==> config.mk <==
export PLATFORM = sky130hd
export DESIGN_NAME = ocfr_top
export DESIGN_NICKNAME = d
export VERILOG_FILES = /design/src/hdl/ocfr_pkg.sv /design/src/hdl/ocfr_dg_if.sv /design/src/hdl/ocfr_tick.sv /design/src/hdl/ocfr_deglitch.sv /design/src/hdl/ocfr_top.sv
export SDC_FILE = /design/constraint.sdc
export NUM_CORES = 1
export LEC_CHECK = 0
export ABC_AREA = 1
export BUFFER_PORTS_ARGS = -buffer_cell sky130_fd_sc_hd__buf_2
export CAP_MARGIN = 20
export CORE_UTILIZATION = 55
export DETAILED_ROUTE_END_ITERATION = 8
export GPL_TIMING_DRIVEN = 1
export PLACE_DENSITY = 0.75
export SETUP_SLACK_MARGIN = 0.5
export SYNTH_ARGS = -nofsm -noshare
export SYNTH_HDL_FRONTEND = slang
export SYNTH_SLANG_ARGS = --single-unit
==> constraint.sdc <==
create_clock -name clk_sys -period 3.7 [get_ports clk_sys]
set_clock_uncertainty 0.2 [all_clocks]
set_input_delay 0.74 -clock clk_sys [delete_from_list [all_inputs] [get_ports clk_sys]]
set_output_delay 0.74 -clock clk_sys [all_outputs]
set_load 0.02 [all_outputs]
==> src/hdl/ocfr_pkg.sv <==
// Purpose: Shared constants and helpers for the output current fault response block.
// Assumes: 40 MHz clk_sys; commands arrive already decoded from the serial command bus.
// Notes: Functional notes follow.
// Functional notes
// - Detected fault sets status byte, status word and channel current flag bits.
// - Any current fault pulls the open-drain alert line low.
// - Faults come from the fast supervisor and may need deglitch filtering.
// - Action 00b or 01b: keep running, never clamp current.
// - Action 10b: run for the delay, shut down only if fault persists.
// - Action 11b: shut down at once, or sequence off when tracking; the delay field still deglitches the fault first.
// - After a fault shutdown, restart follows the retry field in bits 5:3.
// - Zero retry field leaves the channel off until the channel is commanded off.
// - Nonzero retry restarts up to global limit; command off or fault stops it.
// - New response settings take effect at the next off-then-on sequence.
// - Delay field 000b adds no deglitch filtering.
// - Delay codes 001b to 111b select 100 us up to 100 ms.
// - Clear faults empties status and releases alert, but keeps channels off.
// - Restart attempts are spaced by the word-wide restart interval.
// - One global attempt limit, the low three bits of the byte-wide count, applies to all retrying channels.

`default_nettype none

package ocfr_pkg;

   // ********************************************************************
   // Sizes and command codes
   // ********************************************************************
   localparam int NUM_CH = 4;
   localparam int DG_CNT_W = 17;
   localparam logic [7:0] CMD_CLEAR_FAULTS = 8'h03;
   localparam logic [7:0] CMD_OC_RESP = 8'h47;
   localparam logic [7:0] CMD_UC_RESP = 8'h4C;
   localparam logic [7:0] CMD_STATUS_BYTE = 8'h78;
   localparam logic [7:0] CMD_STATUS_WORD = 8'h79;
   localparam logic [7:0] CMD_OUTPUT_CURRENT_FLAGS = 8'h7B;
   localparam logic [7:0] CMD_RETRY_DELAY = 8'hDB;
   localparam logic [7:0] CMD_RETRY_COUNT = 8'hF7;

   // ********************************************************************
   // Field positions and reset values
   // ********************************************************************
   localparam int ACT_SHUT_BIT = 7;
   localparam int RETRY_MSB = 5;
   localparam int RETRY_LSB = 3;
   localparam int DLY_MSB = 2;
   localparam int DLY_LSB = 0;
   localparam int CNT_MSB = 2;
   localparam int IOUT_OC_BIT = 7;
   localparam int IOUT_UC_BIT = 4;
   localparam int SB_IOUT_OC_BIT = 4;
   localparam int SB_OTHER_BIT = 0;
   localparam int SW_IOUT_BIT = 14;
   localparam logic [7:0] RST_RESP = 8'h00;
   localparam logic [15:0] RST_RETRY_DELAY = 16'hF320;
   localparam logic [7:0] RST_RETRY_COUNT = 8'h07;

   // ********************************************************************
   // Timing
   // ********************************************************************
   localparam int CLK_PERIOD_NS = 25;
   localparam int T_TICK_NS = 1000;
   localparam int US_TICK_CYC = (T_TICK_NS + CLK_PERIOD_NS - 1) / CLK_PERIOD_NS;
   localparam int US_PER_MS = 1000;
   localparam logic [DG_CNT_W-1:0] DG_US_1 = 17'd100;
   localparam logic [DG_CNT_W-1:0] DG_US_2 = 17'd1000;
   localparam logic [DG_CNT_W-1:0] DG_US_3 = 17'd5000;
   localparam logic [DG_CNT_W-1:0] DG_US_4 = 17'd10000;
   localparam logic [DG_CNT_W-1:0] DG_US_5 = 17'd20000;
   localparam logic [DG_CNT_W-1:0] DG_US_6 = 17'd50000;
   localparam logic [DG_CNT_W-1:0] DG_US_7 = 17'd100000;

   typedef enum logic [2:0] {
      ST_RUN = 3'b001,
      ST_WAIT = 3'b010,
      ST_HOLD = 3'b100
   } ocfr_state_t;

   function automatic logic [DG_CNT_W-1:0] dg_limit_us(input logic [2:0] sel);
      logic [DG_CNT_W-1:0] lim;
      lim = '0;
      unique case (sel)
         3'b000: lim = '0;
         3'b001: lim = DG_US_1;
         3'b010: lim = DG_US_2;
         3'b011: lim = DG_US_3;
         3'b100: lim = DG_US_4;
         3'b101: lim = DG_US_5;
         3'b110: lim = DG_US_6;
         3'b111: lim = DG_US_7;
      endcase
      return lim;
   endfunction : dg_limit_us

   // Linear-11 word to whole milliseconds; negative values give zero, overflow saturates.
   function automatic logic [15:0] l11_to_ms(input logic [15:0] w);
      logic [4:0] e;
      logic [26:0] v;
      e = w[15:11];
      if (w[10]) begin
         v = '0;
      end else if (e[4]) begin
         v = {16'h0000, w[10:0]} >> (5'd0 - e);
      end else begin
         v = {16'h0000, w[10:0]} << e;
      end
      return (|v[26:16]) ? 16'hFFFF : v[15:0];
   endfunction : l11_to_ms

endpackage : ocfr_pkg

`default_nettype wire

==> src/hdl/ocfr_dg_if.sv <==
// Purpose: Carrier between the top level and one deglitch filter.
// Assumes: All signals on clk_sys.
// Notes: hit is a one-cycle pulse per qualified fault episode.

`default_nettype none

interface ocfr_dg_if;
   logic us_tick;
   logic fault;
   logic [2:0] dly;
   logic hit;
   modport filt (input us_tick, input fault, input dly, output hit);
   modport user (output us_tick, output fault, output dly, input hit);
endinterface : ocfr_dg_if

`default_nettype wire

==> src/hdl/ocfr_tick.sv <==
// Purpose: Microsecond and millisecond timebase.
// Assumes: TICK_CYC clocks make one microsecond.
// Notes: Ticks are one-cycle pulses, except that us_tick stays high when TICK_CYC is 1.

`default_nettype none

module ocfr_tick
   import ocfr_pkg::*;
#(
   parameter int TICK_CYC = US_TICK_CYC
) (
   // Clock and reset.
   input wire logic clk_sys,
   input wire logic nrst,
   // Timebase.
   output logic us_tick,
   output logic ms_tick
);
   localparam int PW = (TICK_CYC > 1) ? $clog2(TICK_CYC) : 1;
   logic [PW-1:0] pre;
   logic [9:0] us_cnt;

   always_ff @(posedge clk_sys or negedge nrst) begin
      if (!nrst) begin
         pre <= '0;
         us_tick <= 1'b0;
      end else begin
         us_tick <= (pre == PW'(TICK_CYC - 1));
         pre <= (pre == PW'(TICK_CYC - 1)) ? '0 : pre + 1'b1;
      end
   end

   always_ff @(posedge clk_sys or negedge nrst) begin
      if (!nrst) begin
         us_cnt <= '0;
         ms_tick <= 1'b0;
      end else begin
         ms_tick <= us_tick && (us_cnt == 10'(US_PER_MS - 1));
         if (us_tick) begin
            us_cnt <= (us_cnt == 10'(US_PER_MS - 1)) ? '0 : us_cnt + 1'b1;
         end
      end
   end

endmodule : ocfr_tick

`default_nettype wire

==> src/hdl/ocfr_deglitch.sv <==
// Purpose: Deglitch filter for one fast supervisor fault line.
// Assumes: Fault line is already on clk_sys.
// Notes: Counts microsecond ticks while the fault stays present.

`default_nettype none

module ocfr_deglitch
   import ocfr_pkg::*;
(
   // Clock and reset.
   input wire logic clk_sys,
   input wire logic nrst,
   // Filter side of the carrier.
   ocfr_dg_if.filt dg
);
   logic [DG_CNT_W-1:0] elapsed;
   logic [DG_CNT_W-1:0] limit;
   logic done;

   assign limit = dg_limit_us(dg.dly);

   // Any drop of the fault restarts the interval, so glitches shorter than the selected interval never qualify.
   always_ff @(posedge clk_sys or negedge nrst) begin
      if (!nrst) begin
         elapsed <= '0;
      end else if (!dg.fault) begin
         elapsed <= '0;
      end else if (dg.us_tick && elapsed < limit) begin
         elapsed <= elapsed + 1'b1;
      end
   end

   always_ff @(posedge clk_sys or negedge nrst) begin
      if (!nrst) begin
         done <= 1'b0;
         dg.hit <= 1'b0;
      end else begin
         dg.hit <= dg.fault && !done && (elapsed >= limit);
         done <= dg.fault && (done || elapsed >= limit);
      end
   end

endmodule : ocfr_deglitch

`default_nettype wire

==> src/hdl/ocfr_top.sv <==
// Purpose: Output overcurrent and undercurrent fault response for four channels.
// Assumes: Commands come decoded, one per cmd_valid pulse; fault lines are on clk_sys.
// Notes: The sequencing engine performs turn-off waits; this block only requests them.

`default_nettype none

module ocfr_top
   import ocfr_pkg::*;
#(
   parameter int TICK_CYC = US_TICK_CYC,
   parameter logic [7:0] OC_RESP_RST = RST_RESP,
   parameter logic [7:0] UC_RESP_RST = RST_RESP
) (
   // Clock and reset.
   input wire logic clk_sys,
   input wire logic nrst,
   // Fast supervisor fault lines.
   input wire logic [NUM_CH-1:0] oc_detect,
   input wire logic [NUM_CH-1:0] uc_detect,
   // Channel control from the sequencing side.
   input wire logic [NUM_CH-1:0] chan_on_cmd,
   input wire logic [NUM_CH-1:0] track_en,
   input wire logic [NUM_CH-1:0] other_fault_off,
   output logic [NUM_CH-1:0] chan_enable,
   output logic [NUM_CH-1:0] off_now,
   output logic [NUM_CH-1:0] seq_off_req,
   output logic [NUM_CH-1:0] restart_req,
   // Decoded command port.
   input wire logic cmd_valid,
   input wire logic cmd_write,
   input wire logic [1:0] cmd_page,
   input wire logic [7:0] cmd_code,
   input wire logic [15:0] cmd_wdata,
   output logic cmd_done,
   output logic cmd_unsup,
   output logic [15:0] cmd_rdata,
   // Open-drain alert line.
   output logic fault_alert_n_o,
   output logic fault_alert_n_oe
);

   // ********************************************************************
   // Parameter checks
   // ********************************************************************
   if (TICK_CYC < 1) begin : g_bad_tick
      $error("TICK_CYC must be at least one");
   end

   // ********************************************************************
   // Storage
   // ********************************************************************
   logic [7:0] oc_cfg [NUM_CH];
   logic [7:0] uc_cfg [NUM_CH];
   logic [7:0] oc_eff [NUM_CH];
   logic [7:0] uc_eff [NUM_CH];
   logic [7:0] flags [NUM_CH];
   logic [15:0] retry_delay;
   logic [7:0] retry_count;
   ocfr_state_t state [NUM_CH];
   logic [15:0] wait_ms [NUM_CH];
   logic [2:0] attempts [NUM_CH];
   logic [15:0] retry_ms;
   logic us_tick;
   logic ms_tick;
   logic [NUM_CH-1:0] hit_oc;
   logic [NUM_CH-1:0] hit_uc;
   logic [NUM_CH-1:0] shut_any;
   logic [2:0] shut_retry [NUM_CH];
   logic wr;
   logic clear;
   logic [7:0] sbyte;
   logic any_flag;

   assign wr = cmd_valid && cmd_write;
   assign clear = wr && (cmd_code == CMD_CLEAR_FAULTS);
   assign retry_ms = l11_to_ms(retry_delay);

   // ********************************************************************
   // Timebase and deglitch filters
   // ********************************************************************
   ocfr_tick #(
      .TICK_CYC(TICK_CYC)
   ) u_tick (
      .clk_sys(clk_sys),
      .nrst(nrst),
      .us_tick(us_tick),
      .ms_tick(ms_tick)
   );

   for (genvar g = 0; g < NUM_CH; g++) begin : g_ch
      ocfr_dg_if dgo ();
      ocfr_dg_if dgu ();
      assign dgo.us_tick = us_tick;
      assign dgo.fault = oc_detect[g];
      assign dgo.dly = oc_eff[g][DLY_MSB:DLY_LSB];
      assign hit_oc[g] = dgo.hit;
      assign dgu.us_tick = us_tick;
      assign dgu.fault = uc_detect[g];
      assign dgu.dly = uc_eff[g][DLY_MSB:DLY_LSB];
      assign hit_uc[g] = dgu.hit;
      ocfr_deglitch u_dg_oc (
         .clk_sys(clk_sys),
         .nrst(nrst),
         .dg(dgo)
      );
      ocfr_deglitch u_dg_uc (
         .clk_sys(clk_sys),
         .nrst(nrst),
         .dg(dgu)
      );
   end

   // ********************************************************************
   // Response decision
   // ********************************************************************
   // Only the upper action bit calls for shutdown: 00b and 01b just report, and the
   // current itself is never limited by this block.
   always_comb begin
      for (int ch = 0; ch < NUM_CH; ch++) begin
         shut_any[ch] = (hit_oc[ch] && oc_eff[ch][ACT_SHUT_BIT]) ||
                        (hit_uc[ch] && uc_eff[ch][ACT_SHUT_BIT]);
         shut_retry[ch] = (hit_oc[ch] && oc_eff[ch][ACT_SHUT_BIT]) ?
                          oc_eff[ch][RETRY_MSB:RETRY_LSB] :
                          uc_eff[ch][RETRY_MSB:RETRY_LSB];
      end
   end

   // ********************************************************************
   // Configuration
   // ********************************************************************
   always_ff @(posedge clk_sys or negedge nrst) begin
      if (!nrst) begin
         for (int ch = 0; ch < NUM_CH; ch++) begin
            oc_cfg[ch] <= OC_RESP_RST;
            uc_cfg[ch] <= UC_RESP_RST;
         end
         retry_delay <= RST_RETRY_DELAY;
         retry_count <= RST_RETRY_COUNT;
      end else if (wr) begin
         if (cmd_code == CMD_OC_RESP) begin
            oc_cfg[cmd_page] <= cmd_wdata[7:0];
         end
         if (cmd_code == CMD_UC_RESP) begin
            uc_cfg[cmd_page] <= cmd_wdata[7:0];
         end
         if (cmd_code == CMD_RETRY_DELAY) begin
            retry_delay <= cmd_wdata;
         end
         if (cmd_code == CMD_RETRY_COUNT) begin
            retry_count <= cmd_wdata[7:0];
         end
      end
   end

   // A running channel keeps the setting it started with; this avoids a half-applied
   // deglitch interval in the middle of a fault episode.
   always_ff @(posedge clk_sys or negedge nrst) begin
      if (!nrst) begin
         for (int ch = 0; ch < NUM_CH; ch++) begin
            oc_eff[ch] <= OC_RESP_RST;
            uc_eff[ch] <= UC_RESP_RST;
         end
      end else begin
         for (int ch = 0; ch < NUM_CH; ch++) begin
            if (!chan_on_cmd[ch]) begin
               oc_eff[ch] <= oc_cfg[ch];
               uc_eff[ch] <= uc_cfg[ch];
            end
         end
      end
   end

   // ********************************************************************
   // Shutdown and restart
   // ********************************************************************
   always_ff @(posedge clk_sys or negedge nrst) begin
      if (!nrst) begin
         for (int ch = 0; ch < NUM_CH; ch++) begin
            state[ch] <= ST_RUN;
            wait_ms[ch] <= '0;
            attempts[ch] <= '0;
         end
         chan_enable <= '0;
         off_now <= '0;
         seq_off_req <= '0;
         restart_req <= '0;
      end else begin
         for (int ch = 0; ch < NUM_CH; ch++) begin
            off_now[ch] <= 1'b0;
            seq_off_req[ch] <= 1'b0;
            restart_req[ch] <= 1'b0;
            chan_enable[ch] <= chan_on_cmd[ch] && (state[ch] == ST_RUN);
            if (!chan_on_cmd[ch]) begin
               // Commanding the channel off clears the latched fault and the tally.
               state[ch] <= ST_RUN;
               attempts[ch] <= '0;
               wait_ms[ch] <= '0;
            end else begin
               unique case (state[ch])
                  ST_RUN: begin
                     if (shut_any[ch]) begin
                        chan_enable[ch] <= 1'b0;
                        if (track_en[ch]) begin
                           seq_off_req[ch] <= 1'b1;
                        end else begin
                           off_now[ch] <= 1'b1;
                        end
                        wait_ms[ch] <= '0;
                        if (shut_retry[ch] == 3'b000 ||
                            attempts[ch] >= retry_count[CNT_MSB:0]) begin
                           state[ch] <= ST_HOLD;
                        end else begin
                           state[ch] <= ST_WAIT;
                        end
                     end
                  end
                  ST_WAIT: begin
                     if (other_fault_off[ch]) begin
                        state[ch] <= ST_HOLD;
                     end else if (wait_ms[ch] >= retry_ms) begin
                        state[ch] <= ST_RUN;
                        attempts[ch] <= attempts[ch] + 1'b1;
                        restart_req[ch] <= 1'b1;
                        chan_enable[ch] <= 1'b1;
                     end else if (ms_tick) begin
                        wait_ms[ch] <= wait_ms[ch] + 1'b1;
                     end
                  end
                  ST_HOLD: begin
                     // Stays off; clearing status flags does not release it.
                     state[ch] <= ST_HOLD;
                  end
               endcase
            end
         end
      end
   end

   // ********************************************************************
   // Status flags and alert
   // ********************************************************************
   // A fault qualifying in the same cycle as a clear keeps its flag set.
   always_ff @(posedge clk_sys or negedge nrst) begin
      if (!nrst) begin
         for (int ch = 0; ch < NUM_CH; ch++) begin
            flags[ch] <= '0;
         end
      end else begin
         for (int ch = 0; ch < NUM_CH; ch++) begin
            flags[ch] <= '0;
            flags[ch][IOUT_OC_BIT] <= hit_oc[ch] || (flags[ch][IOUT_OC_BIT] && !clear);
            flags[ch][IOUT_UC_BIT] <= hit_uc[ch] || (flags[ch][IOUT_UC_BIT] && !clear);
         end
      end
   end

   always_comb begin
      any_flag = 1'b0;
      for (int ch = 0; ch < NUM_CH; ch++) begin
         any_flag = any_flag || (|flags[ch]);
      end
   end

   assign fault_alert_n_o = 1'b0;

   always_ff @(posedge clk_sys or negedge nrst) begin
      if (!nrst) begin
         fault_alert_n_oe <= 1'b0;
      end else begin
         fault_alert_n_oe <= any_flag;
      end
   end

   // ********************************************************************
   // Command read-back
   // ********************************************************************
   always_comb begin
      sbyte = '0;
      sbyte[SB_IOUT_OC_BIT] = flags[cmd_page][IOUT_OC_BIT];
      sbyte[SB_OTHER_BIT] = flags[cmd_page][IOUT_UC_BIT];
   end

   always_ff @(posedge clk_sys or negedge nrst) begin
      if (!nrst) begin
         cmd_done <= 1'b0;
         cmd_unsup <= 1'b0;
         cmd_rdata <= '0;
      end else begin
         cmd_done <= cmd_valid;
         cmd_unsup <= 1'b0;
         if (cmd_valid) begin
            cmd_rdata <= '0;
            unique case (cmd_code)
               CMD_CLEAR_FAULTS: cmd_unsup <= !cmd_write;
               CMD_OC_RESP: cmd_rdata <= {8'h00, oc_cfg[cmd_page]};
               CMD_UC_RESP: cmd_rdata <= {8'h00, uc_cfg[cmd_page]};
               CMD_RETRY_DELAY: cmd_rdata <= retry_delay;
               CMD_RETRY_COUNT: cmd_rdata <= {8'h00, retry_count};
               CMD_STATUS_BYTE: begin
                  cmd_rdata <= {8'h00, sbyte};
                  cmd_unsup <= cmd_write;
               end
               CMD_STATUS_WORD: begin
                  cmd_rdata <= {8'h00, sbyte};
                  cmd_rdata[SW_IOUT_BIT] <= |flags[cmd_page];
                  cmd_unsup <= cmd_write;
               end
               CMD_OUTPUT_CURRENT_FLAGS: begin
                  cmd_rdata <= {8'h00, flags[cmd_page]};
                  cmd_unsup <= cmd_write;
               end
               default: cmd_unsup <= 1'b1;
            endcase
         end
      end
   end

endmodule : ocfr_top

`default_nettype wire

==> results.md, run 1 <==
* Outcome: complete, but fails checks
* Failing checks: negative setup slack
* Longest Clk Path Bufs at 3
* Synth Area per Inst at 7.70 um2
* WHS at 110 ps
* CTS tree: yes
* Crit path kind: flip-flop to flip-flop
* Cell breakdown of the critical path: inv_4, buf_4, o21ai_0, inv_1, nand2_1, o21a_1, inv_1, nand2_1, a21oi_1, nor2_2, ha_1, inv_1, nor3_1, a211oi_1, nand2_1, nand2_2, nand3_4, clkbuf_16, nand3_1, nand2_1
* Actual slew at the worst max-slew pin at 1210 ps
* Critical Path Start Type: flip-flop
* Worst relative slew slack at 19.0%
* Crit. End Element: flip-flop
* Total track usage at 29.1%
* Worst-path fanout max at 6
* First-pass GRT wire length at 125 mm
* Final WL at 78.6 mm
* Setup crit end: wait_ms[34]$_DFFE_PN0P_
* # rows at 83
* Vias at 26500
* Leading area contributor after synthesis: dfrtp_1
* Ys Warns at 0
* Pleak at 15.6 nW
* Hold Crit Class: primary input to flip-flop
* Top-count cell post-synth: nand2_1
* Power Density at 340 mW/mm2
* Sequential area share after synthesis at 39.1%
* CP peak stage delay at 590 ps
* Root Driver: clkbuf_16
* Max cap viols at 0
* Peak Freq at 262 MHz
* Final setup fails at 52
* Slew Viols, Final at 0
* GRT Residual Overflow at 0
* Worst-path clk slew at 60 ps
* VDD IR max at 318 uV
* # DRC at 0
* Wirelength per Cell at 16.9 um
* Total CTS buffers at 51
* Clock Latency Late Sink at 620 ps
* Async S/R FF share, synth at 100%
* Setup_tns at -2110 ps
* Slowest stage cell, crit path: dfstp_2
* Total die area at 0.0528 mm2
* RR Endpoint: wait_ms[34]$_DFFE_PN0P_
* Post-layout min period at 3820 ps
* DR iter-0 viols at 2319
* CTS HTree Levels at 2
* Netlist cell types at 61
* Critical path arrival at 4120 ps
* Fin crit share at 103%
* Die height at 230 um
* Largest net degree at the start of global routing at 75
* Synth Cell Area at 0.0285 mm2
* Post-synth EDFFs at 0
* Post-Syn Instances at 3709
* Layout cell share with drive strength beyond 1 at 14.7%
* R2r worst-path depth at 20
* Final Util at 65.3%
* Core ar. at 0.0513 mm2
* Final nets at 4220
* Final hold vios at 0
* Hpwl dp at 56.9 mm
* IO Count at 86
* Initial antenna violation count at 14
* RSZ-0062 raised after global routing: true
* Placer Congestion at 0.977
* Via density at 5.70
* Top_reg_cell synth: dfrtp_1
* Die Wd at 230 um
* Crit-path most repeated cell: nand2_1
* Launch point of the critical path: retry_delay[12]$_DFFE_PN1P_
* I/O Buffers at 84
* Seq cells post-synth at 445
* TritonRoute pass-1 iters at 6
* Post-synth top area share at 37.8%
* Sink Count at 445
* Final Worst Setup Slack at -121 ps
* Vias in the first global route at 24500
* Area grow syn2layout at 17.4%
* WHS Path Cells at 2
* WP data required at 4000 ps
* Reg-to-Reg Start: retry_delay[12]$_DFFE_PN1P_
* Largest cells by area after synthesis: dfrtp_1 (38%), nand2_1 (12%), ha_1 (11%), inv_1 (5.5%), o21ai_0 (4.4%)
* Net Count, Synth at 4010
* Starting Density at 55.6%
* Detail Route Antenna Nets at 0
* Worst reg-to-reg setup slack at -120 ps
* Top post-synthesis cells by count: nand2_1 (895), dfrtp_1 (431), inv_1 (418)
-- per-layer routing --
layer / vias up / global-route usage (%) / wire (um)
met3: 135 / 5.83 / 5940
li1: 12900 / - / -
met2: 883 / 46.0 / 35800
met1: 12500 / 40.4 / 35000
met4: 16 / 8.61 / 1810
met5: - / 0 / 117
-- final cells by class --
class,instances,area (um2)
Clock inverter,27,359
Inverter,438,1680
Fill cell,4356,17800
Sequential cell,445,11200
Timing Repair Buffer,246,1910
Clock buffer,67,1440
Timing Repair inverter,1,8.76
Antenna cell,6,15.0
Multi-Input combinational cell,2736,16100
Tap cell,680,851
-- cell families after synthesis --
family	Yosys count	synth area share (%)
mux	2	0.0789
xor+xnor	80	2.45
simple gates	1774	27.3
other cells	1	0.0131
buf+inv	531	7.35
flops	445	39.1
compound gates	625	12.8
fa+ha+maj	251	11.0
-- worst min-delay path by stage --
| stage | start | end |
|---|---|---|
| floorplan | g_ch[2].u_dg_uc.dg.hit$_DFF_PN0_ | flags[12]$_DFF_PN0_ |
| global placement | u_tick.pre[0]$_DFF_PN0_ | u_tick.pre[0]$_DFF_PN0_ |
| detailed placement | oc_eff[15]$_DFFE_PN0N_ | oc_eff[15]$_DFFE_PN0N_ |
| CTS | track_en[2] | off_now[2]$_DFF_PN0_ |
| global route | track_en[1] | off_now[1]$_DFF_PN0_ |
| finish | track_en[2] | off_now[2]$_DFF_PN0_ |
-- critical path: cells and delay by family (launching register included) --
family,cells,cell delay [ps]
AO/OA/AOI/OAI,4,730
adder cells (fa/ha/maj),1,320
buffers and inverters,6,710
flip-flops,1,590
AND/OR/NAND/NOR,9,1160
-- power by group --
group	internal, mW	switching (mW)
sequential	4.95	0.0643
combinational	0.296	0.658
clock	3.24	2.20
-- timing repair --
action                                 CTS  global route
endpoints found under the hold margin   65             0
hold buffers                             1             0
setup endpoints to repair              130           193
pin swaps                                1            51
setup buffers                            7            45
cloned                                   1             7
gates resized for setup                 30           171
-- placed cells by master (no fill, tap or decap), types with 45 or more instances in the layout --
master     Yosys  routed
a21oi_1      183     166
buf_2          4      84
buf_4          9     128
clkbuf_16      0      54
dfrtp_1      431     422
ha_1         251     236
inv_1        418     401
nand2_1      895     864
nand2_2       32      57
nand3_1      208     194
nand4_1       79      79
nor2_1       288     275
nor3_1       170     161
o21ai_0      252     227
o31ai_1       45      45
xor2_1        66      65
-- state kept, by name (all words and copies together), names as in the netlist, 12 cells and up --
name and cells:
g_ch.dgo.dly 12, cmd_rdata 16, uc_eff 16, oc_eff 16
attempts 12, state 12, wait_ms 64, g_ch.u_dg_uc.elapsed 68
g_ch.u_dg_oc.elapsed 68, uc_cfg 32, g_ch.dgu.dly 12, oc_cfg 32
retry_delay 16
-- stage by stage --
| stage | instances | power, mW | setup WS [ps] | cell area [um2] |
|---|---|---|---|---|
| finish | 4646 | 11.4 | -121 | 33500 |
| global route | 4643 | 11.8 | -237 | 33500 |
| CTS | 4588 | 11.4 | 56.8 | 32400 |
| detailed placement | 4485 | 5.97 | -40.8 | 30400 |
| global placement | 4485 | 5.96 | 43.4 | 30400 |
| floorplan | 3709 | 5.60 | 260 | 28700 |
(Power assumes the default switching activity.)
==> run 2: changes to the inputs <==
Settings changed: TNS_END_PERCENT set to 5.
==> results.md, run 2 (synthesis gave the netlist of run 1 again) <==
* Slew Viols, Final at 0
* DR iter-0 viols at 2441
* Initial antenna violation count at 13
* Layout cell share with drive strength beyond 1 at 14.0%
* Clock Latency Late Sink at 610 ps
* IO Count at 86
* Cell breakdown of the critical path: inv_4, ha_4, clkinv_8, o211ai_1, o21ai_1, o211ai_1, nand2_1, a21oi_4, buf_6, ha_1, o21ai_1, nand2_1, o21ai_1, inv_1, nand2_1, nand2_1, nand2_1, nand2_1, nand2_2, nand3_4, buf_2, nand3_1, nand2_1
* Hpwl dp at 57.5 mm
* Core ar. at 0.0513 mm2
* Placer Congestion at 0.993
* Slowest stage cell, crit path: dfstp_2
* Worst-path fanout max at 9
* Die Wd at 230 um
* Longest Clk Path Bufs at 3
* Die height at 230 um
* WP data required at 3990 ps
* Wirelength per Cell at 16.9 um
* First-pass GRT wire length at 127 mm
* DP Area at 0.0305 mm2
* FILL cells at 4391
* Crit path kind: flip-flop to flip-flop
* Total die area at 0.0528 mm2
* # rows at 83
* Root Driver: clkbuf_16
* Share of total power in sequential cells at 43.7%
* Most frequent cells in the layout: nand2_1 (870), dfrtp_1 (422), inv_1 (398), nor2_1 (275), ha_1 (241)
* Post-layout min period at 3780 ps
* Via density at 5.71
* Pleak at 15.5 nW
* Critical path's top delay family: compound AO/OA/AOI/OAI gates
* TritonRoute pass-1 iters at 6
* Largest net degree at the start of global routing at 82
* RSZ-0062 raised after global routing: true
* Internal power at 8.61 mW
* Final nets at 4203
* CP peak stage delay at 570 ps
* Clock Power Share at 48.3%
* Sink Count at 445
* Power Density at 345 mW/mm2
* Vias in the first global route at 24900
* Commonest non-fill, non-tap cell in the layout: nand2_1
* Final hold vios at 0
* Hold Crit Class: primary input to flip-flop
* Largest registers: g_ch.u_dg_oc.elapsed (68), g_ch.u_dg_uc.elapsed (68), wait_ms (64)
* CTS HTree Levels at 2
* Max cap viols at 0
* Failing checks: negative setup slack
* Final setup fails at 27
* Worst-path clk slew at 60 ps
* CTS tree: yes
* Final WL at 78.1 mm
* Total track usage at 29.6%
* VDD IR max at 319 uV
* Fin crit share at 102%
* Gate power share at 8.0%
* Detail Route Antenna Nets at 0
* Sw Pwr at 2.88 mW
* Crit-path most repeated cell: nand2_1
* Area grow syn2layout at 16.6%
* Critical Path Start Type: flip-flop
* Switching Fraction at 25.1%
* Final Cell Area at 0.0333 mm2
* Total CTS buffers at 51
* Worst relative slew slack at 31.0%
* Vias at 26400
* Starting Density at 55.6%
* Worst path bufs/invs at 5
* Crit. End Element: flip-flop
* GRT Residual Overflow at 0
* Peak Freq at 265 MHz
* Actual slew at the worst max-slew pin at 1030 ps
* Sequential standard cell area at 0.0112 mm2
* Critical path arrival at 4070 ps
* I/O Buffers at 84
* Multi-input logic area at 0.0160 mm2
* Final Worst Setup Slack at -76.0 ps
* # DRC at 0
* Outcome: complete, but fails checks
* Final Util at 64.9%
==> run 2: power groups by stage <==
stage / combinational (mW) / sequential, mW / clock, mW
floorplan: 0.503 / 5.09 / 0
global placement: 0.866 / 5.10 / 0
detailed placement: 0.873 / 5.10 / 0
CTS: 0.886 / 5.01 / 5.64
global route: 1.04 / 5.02 / 5.84
finish: 0.923 / 5.02 / 5.55
==> run 2: path summary, 6_finish.rpt <==
check | to | slack [ps] | cells past startpoint | start
worst max-delay path | wait_ms[36]$_DFFE_PN0P_ | -80 | 23 | retry_delay[12]$_DFFE_PN1P_
worst min-delay path | off_now[0]$_DFF_PN0_ | 110 | 2 | track_en[0]
worst max register to register | wait_ms[36]$_DFFE_PN0P_ | -80 | 23 | retry_delay[12]$_DFFE_PN1P_
worst min register to register | u_tick.pre[0]$_DFF_PN0_ | 260 | 1 | u_tick.pre[0]$_DFF_PN0_
max in group asynchronous | state[6]$_DFFE_PN1P_ | 1840 | 3 | nrst
min in group asynchronous | g_ch[2].u_dg_uc.elapsed[0]$_DFFE_PN0P_ | 520 | 2 | nrst
==> run 2: area by class of cell <==
type	instances	area share [%]
Antenna cell	5	0.0376
Clock buffer	65	4.18
Clock inverter	31	1.36
Inverter	438	5.03
Multi-Input combinational cell	2733	48.1
Sequential cell	445	33.5
Tap cell	680	2.56
Timing Repair Buffer	233	5.20
==> run 2: what timing repair did <==
| item | 4_1_cts | 5_1_grt |
|---|---|---|
| hold endpoints to repair | 71 | 0 |
| endpoints found under the setup margin | 114 | 193 |
| hold buffers | 1 | 0 |
| cloned | 0 | 3 |
| setup buffers | 4 | 7 |
| resized for setup | 31 | 178 |
| pin swaps | 3 | 60 |
==> run 2: through the flow <==
stage / setup slack (ps) / hold slack, ps / power [mW] / setup TNS (ps) / std cells
finish: -76.0 / 113 / 11.5 / -1000 / 4630
global route: -269 / 109 / 11.9 / -17820 / 4629
floorplan: 259 / 218 / 5.60 / 0 / 3709
global placement: -231 / 249 / 5.97 / -15540 / 4514
CTS: 106 / 85.0 / 11.5 / 0 / 4615
detailed placement: -193 / 253 / 5.98 / -10650 / 4514
==> run 2: layer usage <==
| metal | GRT usage (%) | up-vias | share of wire (%) |
|---|---|---|---|
| met1 | 41.7 | 12500 | 45 |
| met3 | 4.77 | 180 | 6.9 |
| met5 | 0 | - | 0.13 |
| met4 | 10.3 | 16 | 3.2 |
| li1 | - | 12900 | - |
| met2 | 46.2 | 850 | 45 |
